==> src/common/fer_pkg.sv <==
// constants, carriers and frame builder of the emergency reporter
// assumes one 10 MHz clock shared by the reporter and the CAN controller logic
package fer_pkg;

	// ****************************************
	// sizes
	// ****************************************
	localparam int NMOD       = 14;
	localparam int FIFO_DEPTH = 16;
	localparam int FIFO_SLACK = 3;

	// ****************************************
	// internal safety bus codes, one per CAN event
	// ****************************************
	localparam int EV_PASSIVE = 0;
	localparam int EV_BUSOFF  = 1;
	localparam int EV_TXOVF   = 2;
	localparam int EV_INIT    = 3;
	localparam int EV_GUARD   = 4;
	localparam logic [15:0] SB_PASSIVE  = 16'h4503;
	localparam logic [15:0] SB_BUSOFF   = 16'h4504;
	localparam logic [15:0] SB_TXOVF    = 16'h4506;
	localparam logic [15:0] SB_INITFAIL = 16'hc507;
	localparam logic [15:0] SB_GUARD    = 16'h4508;
	localparam logic [4:0][15:0] SB_CODES = {SB_GUARD, SB_INITFAIL, SB_TXOVF, SB_BUSOFF,
		SB_PASSIVE};

	// ****************************************
	// emergency codes and error register values
	// ****************************************
	localparam logic [15:0] EM_PASSIVE  = 16'h8120;
	localparam logic [15:0] EM_TXOVF    = 16'h8110;
	localparam logic [15:0] EM_GUARD    = 16'h8130;
	localparam logic [15:0] EM_INCOMING = 16'hff01;
	localparam logic [15:0] EM_OUTGOING = 16'hff02;
	localparam logic [15:0] EM_MORE     = 16'hff03;
	localparam logic [15:0] EM_CLEAR    = 16'h0000;
	localparam logic [7:0]  EREG_CAN    = 8'h11;
	localparam logic [7:0]  EREG_MOD    = 8'h81;
	localparam logic [7:0]  EREG_NONE   = 8'h00;
	localparam logic [7:0]  TXOVF_BYTE  = 8'h02;

	// ****************************************
	// identifiers and service data objects
	// ****************************************
	localparam logic [10:0] ID_EMCY       = 11'h080;
	localparam logic [10:0] ID_SDO_RX     = 11'h600;
	localparam logic [10:0] ID_SDO_TX     = 11'h580;
	localparam logic [3:0]  DLC_FULL      = 4'h8;
	localparam logic [7:0]  SDO_UP_REQ    = 8'h40;
	localparam logic [7:0]  SDO_UP_RSP    = 8'h42;
	localparam logic [15:0] IDX_STATUS    = 16'h3100;
	localparam logic [15:0] IDX_HISTORY   = 16'h1003;
	localparam logic [7:0]  SUB_MOD_BASE  = 8'h03;
	localparam logic [7:0]  SUB_HIST_LAST = 8'h01;

	typedef enum logic {
		FER_ST_FREE  = 1'b0,
		FER_ST_ERROR = 1'b1
	} fer_emcy_st_t;

	typedef struct packed {
		logic [10:0]     id;
		logic [3:0]      dlc;
		logic [7:0][7:0] data;
	} fer_frame_t;

	typedef struct packed {
		logic guard;
		logic init_fail;
		logic tx_ovf;
		logic bus_off;
		logic passive;
	} fer_can_evt_t;

	typedef struct packed {
		logic        incoming;
		logic [3:0]  faulty_module_index;
		logic [31:0] module_diag_bytes;
	} fer_mod_evt_t;

	// byte 0/1 code low first, byte 2 error register, byte 3 index, then diag high first
	function automatic fer_frame_t fer_make_frame(input logic [10:0] id, input logic [15:0] code,
		input logic [7:0] ereg, input logic [7:0] pos, input logic [31:0] diag);
		fer_frame_t f;
		f.id      = id;
		f.dlc     = DLC_FULL;
		f.data[0] = code[7:0];
		f.data[1] = code[15:8];
		f.data[2] = ereg;
		f.data[3] = pos;
		f.data[4] = diag[31:24];
		f.data[5] = diag[23:16];
		f.data[6] = diag[15:8];
		f.data[7] = diag[7:0];
		return f;
	endfunction : fer_make_frame

endpackage : fer_pkg

==> src/verilog/fer_reporter.sv <==
// emergency reporter: maps CAN faults to internal codes and frames, and module alarms to frames only
// assumes events and received frames come from logic on mclk_i, one cycle pulses
//
// Operation
// - Error passive raises 4503 and sends emergency 8120, register 11, module bytes zero.
// - Bus off raises 4504, disconnects from the bus and sends nothing.
// - Transmit overflow raises 4506 and sends 8110, register 11, first module byte 2.
// - Failed controller start raises critical code c507 and sends no frame.
// - Guarding loss raises 4508 and sends 8130, register 11, module bytes zero.
// - Module alarms send ff01, ff02 or ff03 with register 81, index and four diag bytes.
// - The error register byte in a frame mirrors the error register object.
// - Emergencies use identifier 80 plus node address and eight data bytes.
// - The code sits in the first two bytes low first, then the error register.
// - Byte four holds the faulty module position and bytes five to eight its diag.
// - Status bit 30 lands in bit 6 of the first diag byte; a one means fault.
// - Module status is served at index 3100 with subindex equal to position plus three.
// - Two emergency states exist; ff01 enters the error state and the clear frame 0000 leaves it.
// - An upload is answered with command 42, echoed index and subindex, then data.
`timescale 1ns/100ps
module fer_reporter (
	input  wire logic                  mclk_i,
	input  wire logic                  rst_i,
	input  wire logic [6:0]            node_id_i,
	input  wire fer_pkg::fer_can_evt_t can_evt_i,
	input  wire logic                  mod_evt_valid_i,
	input  wire fer_pkg::fer_mod_evt_t mod_evt_i,
	output logic                       mod_evt_ready_o,
	input  wire logic                  sdo_rx_valid_i,
	input  wire fer_pkg::fer_frame_t   sdo_rx_i,
	output logic                       tx_valid_o,
	output fer_pkg::fer_frame_t        tx_frame_o,
	input  wire logic                  tx_ready_i,
	output logic                       sb_valid_o,
	output logic [15:0]                sb_code_o,
	output logic                       sb_critical_o,
	output logic                       bus_off_o,
	output logic                       emcy_error_o,
	output logic [7:0]                 err_reg_o
);
	localparam int FW = $bits(fer_pkg::fer_frame_t);
	localparam int LW = $clog2(fer_pkg::FIFO_DEPTH) + 1;

	typedef struct packed {
		logic [fer_pkg::NMOD-1:0][31:0] stat;
		logic [fer_pkg::NMOD-1:0]       err_map;
		fer_pkg::fer_emcy_st_t          st;
		logic [7:0]                     err_reg;
		logic [31:0]                    hist;
		logic [4:0]                     sb_pend;
		logic [2:0]                     em_pend;
		logic                           bus_off;
		logic                           mod_rdy;
		logic                           sb_valid;
		logic [15:0]                    sb_code;
		logic                           sb_crit;
		logic                           tx_valid;
		fer_pkg::fer_frame_t            tx;
	} fer_rep_state_t;

	fer_rep_state_t      q;
	fer_rep_state_t      d;
	logic                push;
	fer_pkg::fer_frame_t push_frame;
	logic                mod_take;
	logic                sdo_take;
	logic                pos_ok;
	logic [3:0]          idx;
	logic [fer_pkg::NMOD-1:0] oh;
	logic [fer_pkg::NMOD-1:0] others;
	logic [4:0]          sb_clr;
	logic                found;
	logic [10:0]         emcy_id;
	logic [31:0]         rsp_word;
	logic                fifo_wr_ready;
	logic                fifo_rd_valid;
	logic                fifo_rd_ready;
	logic [FW-1:0]       fifo_rd_data;
	logic [LW-1:0]       fifo_level;
	logic                sdo_valid;
	fer_pkg::fer_frame_t sdo_frame;
	logic                sdo_hist;
	logic [3:0]          sdo_pos;

	// ****************************************
	// submodules
	// ****************************************
	fer_fifo #(
		.W     (FW),
		.DEPTH (fer_pkg::FIFO_DEPTH)
	) u_fifo (
		.mclk_i     (mclk_i),
		.rst_i      (rst_i),
		.wr_valid_i (push),
		.wr_ready_o (fifo_wr_ready),
		.wr_data_i  (push_frame),
		.rd_valid_o (fifo_rd_valid),
		.rd_ready_i (fifo_rd_ready),
		.rd_data_o  (fifo_rd_data),
		.level_o    (fifo_level)
	);

	fer_sdo u_sdo (
		.mclk_i      (mclk_i),
		.rst_i       (rst_i),
		.node_id_i   (node_id_i),
		.req_valid_i (sdo_rx_valid_i),
		.req_i       (sdo_rx_i),
		.rsp_taken_i (sdo_take),
		.rsp_valid_o (sdo_valid),
		.rsp_o       (sdo_frame),
		.rsp_hist_o  (sdo_hist),
		.rsp_pos_o   (sdo_pos)
	);

	// ****************************************
	// next state
	// ****************************************
	always_comb begin
		d          = q;
		d.sb_valid = 1'b0;
		push       = 1'b0;
		push_frame = '0;
		mod_take   = 1'b0;
		sdo_take   = 1'b0;
		sb_clr     = '0;
		found      = 1'b0;
		oh         = '0;
		others     = '0;
		rsp_word   = '0;
		emcy_id    = fer_pkg::ID_EMCY + {4'h0, node_id_i};
		idx        = mod_evt_i.faulty_module_index - 4'h1;
		pos_ok     = mod_evt_i.faulty_module_index != 4'h0
			&& mod_evt_i.faulty_module_index <= 4'(fer_pkg::NMOD);

		// internal codes, critical only for init failure
		for (int i = 0; i < 5; i++) begin
			if (q.sb_pend[i] && !found) begin
				found      = 1'b1;
				sb_clr[i]  = 1'b1;
				d.sb_valid = 1'b1;
				d.sb_code  = fer_pkg::SB_CODES[i];
				d.sb_crit  = i == fer_pkg::EV_INIT;
			end
		end
		// an event in the cycle its pending bit is served is kept
		d.sb_pend = (q.sb_pend & ~sb_clr) | can_evt_i;
		d.bus_off = q.bus_off | can_evt_i.bus_off;

		// accepted module alarms go first; the ready margin guarantees room
		if (mod_evt_valid_i && q.mod_rdy) begin
			mod_take = 1'b1;
			if (pos_ok) begin
				oh[idx]        = 1'b1;
				others         = q.err_map & ~oh;
				// status word stored as reported, bit 31 at top of first diag byte
				d.stat[idx]    = mod_evt_i.module_diag_bytes;
				d.err_map[idx] = mod_evt_i.incoming;
				push_frame = fer_pkg::fer_make_frame(emcy_id,
					q.st == fer_pkg::FER_ST_FREE ? fer_pkg::EM_INCOMING : fer_pkg::EM_MORE,
					fer_pkg::EREG_MOD, {4'h0, mod_evt_i.faulty_module_index},
					mod_evt_i.module_diag_bytes);
				if (mod_evt_i.incoming) begin
					push = 1'b1;
					d.st = fer_pkg::FER_ST_ERROR;
				end else if (q.st == fer_pkg::FER_ST_ERROR && others != '0) begin
					push = 1'b1;
					push_frame.data[0] = fer_pkg::EM_OUTGOING[7:0];
					push_frame.data[1] = fer_pkg::EM_OUTGOING[15:8];
				end else if (q.st == fer_pkg::FER_ST_ERROR) begin
					push = 1'b1;
					push_frame = fer_pkg::fer_make_frame(emcy_id, fer_pkg::EM_CLEAR,
						fer_pkg::EREG_NONE, 8'h00, 32'h0000_0000);
					d.st = fer_pkg::FER_ST_FREE;
				end
				// history keeps the diag of the last frame pushed with register 81
				if (push && push_frame.data[2] == fer_pkg::EREG_MOD) begin
					d.hist = mod_evt_i.module_diag_bytes;
				end
			end
		end else if (fifo_wr_ready && q.em_pend[0]) begin
			push = 1'b1;
			push_frame = fer_pkg::fer_make_frame(emcy_id, fer_pkg::EM_PASSIVE,
				fer_pkg::EREG_CAN, 8'h00, 32'h0000_0000);
			d.em_pend[0] = 1'b0;
		end else if (fifo_wr_ready && q.em_pend[1]) begin
			// overflow frame, first module byte 2
			push = 1'b1;
			push_frame = fer_pkg::fer_make_frame(emcy_id, fer_pkg::EM_TXOVF,
				fer_pkg::EREG_CAN, fer_pkg::TXOVF_BYTE, 32'h0000_0000);
			d.em_pend[1] = 1'b0;
		end else if (fifo_wr_ready && q.em_pend[2]) begin
			push = 1'b1;
			push_frame = fer_pkg::fer_make_frame(emcy_id, fer_pkg::EM_GUARD,
				fer_pkg::EREG_CAN, 8'h00, 32'h0000_0000);
			d.em_pend[2] = 1'b0;
		end else if (fifo_wr_ready && sdo_valid) begin
			// status or history word appended to the upload answer
			rsp_word = sdo_hist ? q.hist : q.stat[sdo_pos - 4'h1];
			push = 1'b1;
			sdo_take = 1'b1;
			push_frame = sdo_frame;
			push_frame.data[4] = rsp_word[31:24];
			push_frame.data[5] = rsp_word[23:16];
			push_frame.data[6] = rsp_word[15:8];
			push_frame.data[7] = rsp_word[7:0];
		end
		d.em_pend = d.em_pend | {can_evt_i.guard, can_evt_i.tx_ovf, can_evt_i.passive};
		// error register object follows every emergency sent
		if (push && !sdo_take) begin
			d.err_reg = push_frame.data[2];
		end
		// disconnected: nothing more enters the transmit path
		if (q.bus_off) begin
			push = 1'b0;
		end
		// registered ready lags a cycle, so keep room for the push in flight
		d.mod_rdy = fifo_level <= LW'(fer_pkg::FIFO_DEPTH - fer_pkg::FIFO_SLACK);

		// output register so the transmit port comes from flops
		fifo_rd_ready = (!q.tx_valid || tx_ready_i) && !q.bus_off;
		if (fifo_rd_ready) begin
			d.tx_valid = fifo_rd_valid;
			d.tx       = fifo_rd_data;
		end else if (q.bus_off) begin
			d.tx_valid = 1'b0;
		end
	end

	always_ff @(posedge mclk_i or posedge rst_i) begin
		if (rst_i) begin
			q <= '0;
		end else begin
			q <= d;
		end
	end

	assign mod_evt_ready_o = q.mod_rdy;
	assign tx_valid_o      = q.tx_valid;
	assign tx_frame_o      = q.tx;
	assign sb_valid_o      = q.sb_valid;
	assign sb_code_o       = q.sb_code;
	assign sb_critical_o   = q.sb_crit;
	assign bus_off_o       = q.bus_off;
	assign emcy_error_o    = q.st == fer_pkg::FER_ST_ERROR;
	assign err_reg_o       = q.err_reg;
endmodule : fer_reporter

==> src/verilog/fer_fifo.sv <==
// first-in first-out buffer of frames between the reporter and the CAN transmitter
// assumes writer and reader share the clock; depth is a power of two
`timescale 1ns/100ps
module fer_fifo #(
	parameter int W     = 8,
	parameter int DEPTH = 16
) (
	input  wire logic                     mclk_i,
	input  wire logic                     rst_i,
	input  wire logic                     wr_valid_i,
	output logic                          wr_ready_o,
	input  wire logic [W-1:0]             wr_data_i,
	output logic                          rd_valid_o,
	input  wire logic                     rd_ready_i,
	output logic [W-1:0]                  rd_data_o,
	output logic [$clog2(DEPTH):0]        level_o
);
	localparam int AW = $clog2(DEPTH);

	typedef struct packed {
		logic [DEPTH-1:0][W-1:0] mem;
		logic [AW-1:0]           wp;
		logic [AW-1:0]           rp;
		logic [AW:0]             cnt;
	} fer_fifo_state_t;

	fer_fifo_state_t q;
	fer_fifo_state_t d;
	logic            push;
	logic            pop;

	assign wr_ready_o = q.cnt != (AW + 1)'(DEPTH);
	assign rd_valid_o = q.cnt != '0;
	assign rd_data_o  = q.mem[q.rp];
	assign level_o    = q.cnt;

	always_comb begin
		d    = q;
		push = wr_valid_i && wr_ready_o;
		pop  = rd_ready_i && rd_valid_o;
		if (push) begin
			d.mem[q.wp] = wr_data_i;
			d.wp        = q.wp + 1'b1;
		end
		if (pop) begin
			d.rp = q.rp + 1'b1;
		end
		if (push && !pop) begin
			d.cnt = q.cnt + 1'b1;
		end else if (pop && !push) begin
			d.cnt = q.cnt - 1'b1;
		end
	end

	always_ff @(posedge mclk_i or posedge rst_i) begin
		if (rst_i) begin
			q <= '0;
		end else begin
			q <= d;
		end
	end
endmodule : fer_fifo

==> src/verilog/fer_sdo.sv <==
// expedited upload server: decodes read requests and holds one answer header
// assumes requests come from the CAN receiver on the same clock, one frame per pulse
`timescale 1ns/100ps
module fer_sdo (
	input  wire logic                mclk_i,
	input  wire logic                rst_i,
	input  wire logic [6:0]          node_id_i,
	input  wire logic                req_valid_i,
	input  wire fer_pkg::fer_frame_t req_i,
	input  wire logic                rsp_taken_i,
	output logic                     rsp_valid_o,
	output fer_pkg::fer_frame_t      rsp_o,
	output logic                     rsp_hist_o,
	output logic [3:0]               rsp_pos_o
);
	typedef struct packed {
		logic                busy;
		fer_pkg::fer_frame_t frame;
		logic                hist;
		logic [3:0]          pos;
	} fer_sdo_state_t;

	fer_sdo_state_t q;
	fer_sdo_state_t d;
	logic [15:0]    index;
	logic [7:0]     sub;
	logic           hit_stat;
	logic           hit_hist;
	logic           addr_ok;

	assign rsp_valid_o = q.busy;
	assign rsp_o       = q.frame;
	assign rsp_hist_o  = q.hist;
	assign rsp_pos_o   = q.pos;

	always_comb begin
		d     = q;
		index = {req_i.data[2], req_i.data[1]};
		sub   = req_i.data[3];
		addr_ok = req_i.id == fer_pkg::ID_SDO_RX + {4'h0, node_id_i}
			&& req_i.dlc == fer_pkg::DLC_FULL && req_i.data[0] == fer_pkg::SDO_UP_REQ;
		hit_stat = index == fer_pkg::IDX_STATUS && sub > fer_pkg::SUB_MOD_BASE
			&& sub <= fer_pkg::SUB_MOD_BASE + 8'(fer_pkg::NMOD);
		hit_hist = index == fer_pkg::IDX_HISTORY && sub == fer_pkg::SUB_HIST_LAST;
		if (rsp_taken_i) begin
			d.busy = 1'b0;
		end
		// one answer outstanding; a request arriving meanwhile is dropped, master retries
		if (!q.busy && req_valid_i && addr_ok && (hit_stat || hit_hist)) begin
			d.busy  = 1'b1;
			d.hist  = hit_hist;
			d.pos   = 4'(sub - fer_pkg::SUB_MOD_BASE);
			d.frame = fer_pkg::fer_make_frame(fer_pkg::ID_SDO_TX + {4'h0, node_id_i},
				{req_i.data[1], fer_pkg::SDO_UP_RSP}, req_i.data[2], sub, 32'h0000_0000);
		end
	end

	always_ff @(posedge mclk_i or posedge rst_i) begin
		if (rst_i) begin
			q <= '0;
		end else begin
			q <= d;
		end
	end
endmodule : fer_sdo

==> config.mk <==
export PLATFORM = sky130hd
export DESIGN_NAME = fer_reporter
export DESIGN_NICKNAME = d
export VERILOG_FILES = /design/src/common/fer_pkg.sv /design/src/verilog/fer_reporter.sv /design/src/verilog/fer_fifo.sv /design/src/verilog/fer_sdo.sv
export SDC_FILE = /design/constraint.sdc
export NUM_CORES = 2
export LEC_CHECK = 0
export BUFFER_PORTS_ARGS = -buffer_cell sky130_fd_sc_hd__buf_2
export CAP_MARGIN = 10
export CORE_MARGIN = 2
export CORE_UTILIZATION = 50
export CTS_BUF_LIST = sky130_fd_sc_hd__clkbuf_8
export CTS_CLUSTER_DIAMETER = 60
export DETAILED_ROUTE_END_ITERATION = 8
export PLACE_DENSITY = 0.78
export SKIP_CTS_REPAIR_TIMING = 1
export SYNTH_ARGS = -nofsm -noshare
export SYNTH_HDL_FRONTEND = slang
export SYNTH_HIERARCHICAL = 1
export SYNTH_SLANG_ARGS = --single-unit
==> constraint.sdc <==
create_clock -name mclk_i -period 51.7 [get_ports mclk_i]
set_input_delay 10.34 -clock mclk_i [delete_from_list [all_inputs] [get_ports mclk_i]]
set_output_delay 10.34 -clock mclk_i [all_outputs]
set_load 0.03 [all_outputs]
Word-level counts from Yosys, hierarchy flattened
Cells that the tools add are included.
Operators by class
  $add $sub $neg: 10
  $lt $le $gt $ge: 10
  equality and inequality tests: 9
  mux-type cells: 70
  bitwise operators: 7
  reductions and logical operators: 50
Operators by type and width (number)
  $bwmux 1264: 1
  $mux 79: 10
  $bwmux 448: 1
  $bmux 79 s4: 1
  $demux 79 s4: 1
  $bmux 32 s4: 1
  $demux 32 s4: 1
  $mux 64: 2
  $mux 32: 3
  $mux 18: 5
  $mux 85: 1
  $mux 48: 1
  $mux 1: 34
  $logic_and 1x1->1: 28
  $lt 4x5->1 const B: 4
  $eq 16x13->1 const B: 1
  $eq 16x14->1 const B: 1
  $mux 16: 1
  $and 14x14->14: 1
  $bwmux 14: 1
  $not 14->14: 1
  $reduce_bool 14->1: 1
  $add 10x8->11 const A: 1
  $add 11x7->11 const A: 1
  other kinds (34): 53
Word-level totals
  register bits: 1931
  bits of input ports: 133
  output and inout port bits: 109
  word-level logic and storage cells: 220

Logic depth before layout (Yosys ltp)
  depth after elaboration: 21
  mapped depth: 17

By module
Netlist, hierarchy kept.
By module, submodules not included
  fer_fifo: times used 1, cells an instance 3921, area an instance 58692.5 um2
  fer_reporter: times used 1, cells an instance 1942, area an instance 27943.0 um2
  fer_sdo: times used 1, cells an instance 168, area an instance 2019.4 um2

Worst setup path before layout
OpenSTA, ideal clock, no wires.
  path type: input to register
  from: input mod_evt_i[33] (netlist name)
  to: register u_fifo.q (netlist bit u_fifo/level_o[4])
  data arrival time: 13186 ps
  required time: 51620 ps
  setup slack: 38434 ps
  stages on the path: 17
  cells stage by stage: buf_2 clkbuf_1 nor2_1 a211o_1 nor2_1 nor3_1 nor2_1 and2_1 buf_2 buf_6 ha_1 inv_1 ha_1 a21o_1 a21oi_1 mux2i_1 xnor2_1
Between the ends
  cells in the longest elaborated chain, start to end: 20
  elaborated cells between the ends (all ways): 26
Ends and longest elaborated chain
  start: declaration: RTL line fer_reporter.sv:26  | input wire fer_pkg::fer_mod_evt_t mod_evt_i,
  $sub 4x1->4: RTL line fer_reporter.sv:131  | idx = mod_evt_i.faulty_module_index - 4'h1;
  $lt 4x5->1 (implied by the code) / $ge 4x1->1 (equally long branches): RTL line fer_reporter.sv:153  | oh[idx] = 1'b1;
  $logic_and 1x1->1 (implied by the code): RTL line fer_reporter.sv:153
  $mux 1 (implied by the code): RTL line fer_reporter.sv:153
  $demux 1 s4: RTL line fer_reporter.sv:153
  $not 14->14: RTL line fer_reporter.sv:154  | others = q.err_map & ~oh;
  $and 14x14->14: RTL line fer_reporter.sv:154
  $reduce_bool 14->1: RTL line fer_reporter.sv:165  | end else if (q.st == fer_pkg::FER_ST_ERROR && others != '0) begin
  (+6 left out)
  $mux 1 (*): RTL line fer_reporter.sv:150  | if (mod_evt_valid_i && q.mod_rdy) begin
  $mux 1 (*): RTL line fer_reporter.sv:213  | if (q.bus_off) begin
  net push: RTL line fer_reporter.sv:62  | logic push;
  $logic_and 1x1->1 (*): RTL line fer_fifo.sv:39  | push = wr_valid_i && wr_ready_o;
  net u_fifo.push: RTL line fer_fifo.sv:29  | logic push;
  $logic_not 1->1: RTL line fer_fifo.sv:50  | end else if (pop && !push) begin
  $logic_and 1x1->1: RTL line fer_fifo.sv:50
  $reduce_bool 2->1 (no line)
  end signal: assignment: RTL line fer_fifo.sv:57  | q <= '0;
  end signal: assignment: RTL line fer_fifo.sv:59  | q <= d;
  end: declaration: RTL line fer_fifo.sv:27  | fer_fifo_state_t q;
Mark *: on every way through the listed nets, which the timed path passes. The rest lies on a longest branch. The select of a mux whose other input is x is not followed.
A chain may end at the register's enable or synchronous reset.

Final worst setup path
  from: input mod_evt_i[34] (netlist name)
  to: register u_fifo/q[246] (netlist name)
Between the ends
  cells in the longest elaborated chain, start to end: 17
  elaborated cells between the ends (all ways): 24
Ends and longest elaborated chain
  $sub 4x1->4: RTL line fer_reporter.sv:131
  $lt 4x5->1 (implied by the code) / $ge 4x1->1 (equally long branches): RTL line fer_reporter.sv:153
  $logic_and 1x1->1 (implied by the code): RTL line fer_reporter.sv:153
  $mux 1 (implied by the code): RTL line fer_reporter.sv:153
  $demux 1 s4: RTL line fer_reporter.sv:153
  $not 14->14: RTL line fer_reporter.sv:154
  $and 14x14->14: RTL line fer_reporter.sv:154
  $reduce_bool 14->1: RTL line fer_reporter.sv:165
  (+2 left out)
  $mux 1: RTL line fer_reporter.sv:162  | if (mod_evt_i.incoming) begin
  $mux 1: RTL line fer_reporter.sv:152  | if (pos_ok) begin
  $mux 1: RTL line fer_reporter.sv:150
  $mux 1 (*): RTL line fer_reporter.sv:152
  $mux 1 (*): RTL line fer_reporter.sv:150
  $mux 1 (*): RTL line fer_reporter.sv:213
  net push: RTL line fer_reporter.sv:62
  $logic_and 1x1->1 (*): RTL line fer_fifo.sv:39
Marks and branches as above.

==> results.sh <==
export IMPL_numCtsBuffers=334
export IMPL_initial_core_util_pct=50.3
export IMPL_fin_skew_ns=0.0963
export IMPL_relSlewSlack_pct=14.1
export IMPL_cp_top_family="simple AND/OR/NAND/NOR gates"
export IMPL_fin_tns_setup_ns=0
export IMPL_path_class="input pin to flip-flop"
export IMPL_cp_required_ns=52.57
export IMPL_cts_tree="built"
export IMPL_fin_area_um2=96600
export IMPL_cts_htree_levels=5
export IMPL_hold_class="flip-flop to flip-flop"
export IMPL_multi_input_area_um2=37100
export IMPL_crit_top_cell="nor2_1"
export IMPL_vdd_drop_max_mv=0.0351
export IMPL_ios=242
export IMPL_first_pass_iters=5
export IMPL_total_leakage_power_nw=47.3
export IMPL_timing_final_hold_violations=0
export IMPL_cts_root_buffer="clkbuf_8"
export IMPL_via_per_inst=6.02
export IMPL_rsz0062_at_grt="no"
export IMPL_yosys_warnings=6
export IMPL_gp_congestion=0.806
export IMPL_drtIter0Drc=3914
export IMPL_end_kind="flip-flop"
export IMPL_regArea_um2=47900
export IMPL_fillers=13850
export IMPL_ant_nets=0
export IMPL_portBuffers=201
export IMPL_dp_hpwl_um=120000
export IMPL_antenna_found_initial=16
export IMPL_slew_violations=0
export IMPL_chipWidth_um=424
export IMPL_cts_max_path_buffers=4
export IMPL_drc=0
export IMPL_status="completed"
export IMPL_grt_max_degree=174
export IMPL_fp_dieH_um=424
export IMPL_nets=6163
export IMPL_grt_pass1_wl_um=335000
export IMPL_wl_per_cell_um=25.2
export IMPL_vias=51773
export IMPL_critPathBufInv=2
export IMPL_critPathSlowestCell="nand3_4"
export IMPL_layout_drive_gt1_share_pct=47.3
export IMPL_path_clk_slew_ns=0.06
export IMPL_fp_coreArea_um2=176000
export IMPL_slowest_delay_ns=1.18
export IMPL_tightest_slew_ns=1.29
export IMPL_syn_to_final_growth_pct=9.25
export IMPL_grt_overflow_total=0
export IMPL_grt_usage_pct=24.1
export IMPL_fin_crit_sh_pct=27.8
export IMPL_power_per_cell_area_nw_per_um2=37.8
export IMPL_crit_path_max_fanout=45
export IMPL_grt_pass1_vias=55116
export IMPL_max_cap_viol_count=0
export IMPL_avgSynthCellArea_um2=14.7
export IMPL_fin_crit_ns=14.36
export IMPL_crit_chain="buf_2 > nor2_1 > a211o_1 > nor2_1 > nor3_1 > nor2_1 > and2_2 > nand3_4 > buf_4 > mux2_2"
export IMPL_synthCells=5998
export IMPL_die_area_um2=180000
export IMPL_fmax_mhz=69.6
export IMPL_crit_arrival_ns=15.23
export IMPL_cts_sinks=1915
export IMPL_cp_start_kind="input pin"
export IMPL_num_rows=154
export IMPL_netlist_area_um2=88400
export IMPL_place_area_um2=89900
export IMPL_finalWirelength_um=216000
export IMPL_clk_latency_ns=1.07
export IMPL_setup_viol=0
==> worst paths after layout <==
path / slack [ns] / end / depth (start not counted) / startpoint
setup / recovery: 37.34 / u_fifo/q[246] / 10 / mod_evt_i[34]
hold / removal: 0.47 / u_sdo/rsp_o[20] / 1 / u_sdo/rsp_o[20]
setup reg to reg: 46.46 / u_fifo/q[246] / 9 / mod_evt_ready_o
hold reg to reg: 0.47 / u_sdo/rsp_o[20] / 1 / u_sdo/rsp_o[20]
max in group asynchronous: 37.80 / q[119] / 6 / rst_i
min in group asynchronous: 9.55 / tx_frame_o[76] / 2 / rst_i
==> cell usage in the layout, fill, tap and decap left out, drive strengths merged, types with 3 or more instances in the layout <==
master,count
nor4b,3
conb,18
a221oi,79
clkinvlp,9
or3,3
a21o,47
o21ai,175
nor3b,9
clkinv,25
nand2b,10
clkbuf,427
nand3,16
dfrtp,1915
nand2,134
mux4,254
nand4,11
or3b,5
nor4bb,3
or2,7
xnor2,19
bufinv,7
mux2i,302
diode,10
a211o,4
nor2b,10
nor2,68
and2,37
a22oi,112
a21oi,90
inv,122
ha,14
a22o,11
o221ai,32
nor4,6
mux2,1937
buf,296
nor3,5
==> state kept, by name, indices dropped and copies added, names as in the netlist <==
signal             flops
u_fifo/q            1272
q                    502
tx_frame_o            79
u_sdo/rsp_o           32
err_reg_o              8
sb_code_o              6
u_fifo/level_o         5
u_sdo/rsp_pos_o        4
bus_off_o              1
emcy_error_o           1
mod_evt_ready_o        1
sb_valid_o             1
tx_valid_o             1
u_sdo/rsp_hist_o       1
u_sdo/rsp_valid_o      1
==> power by group <==
group	switching, mW	internal [mW]
Combinational	0.245	0.249
Clock	0.608	0.772
Sequential	0.0960	1.68
Total	0.949	2.70
==> layer usage <==
metal / GRT usage [%] / vias up / part of all wire, %
met4: 9.10 / 18 / 3.3
met3: 4.22 / 499 / 5.2
met2: 40.3 / 1467 / 50
met5: 0 / - / 0.059
li1: - / 21995 / -
met1: 31.4 / 27794 / 41
==> area by class of cell <==
type	instances	area share (%)
sequential	1915	49.6
multi-input combinational	3447	38.5
tap	2340	3.03
timing repair buffer	296	1.85
clock buffer	427	6.08
clock inverter	142	0.825
antenna	10	0.0259
inverter	21	0.0972
==> per-stage QoR <==
step | hold slack, ns | power (mW) | util (%) | cells | worst slack [ns]
2_1_floorplan | 0.435 | 2.17 | - | 6014 | 5.37
3_3_place_gp | 0.450 | 2.26 | 51.1 | 8017 | 36.48
3_5_place_dp | 0.452 | 2.29 | 51.1 | 8017 | 36.41
4_1_cts | 0.472 | 3.68 | 54.9 | 8586 | 37.51
5_1_grt | 0.488 | 3.81 | 54.9 | 8595 | 37.08
6_report | 0.472 | 3.65 | 54.9 | 8598 | 37.34
Power figures use the tool's default switching activity.
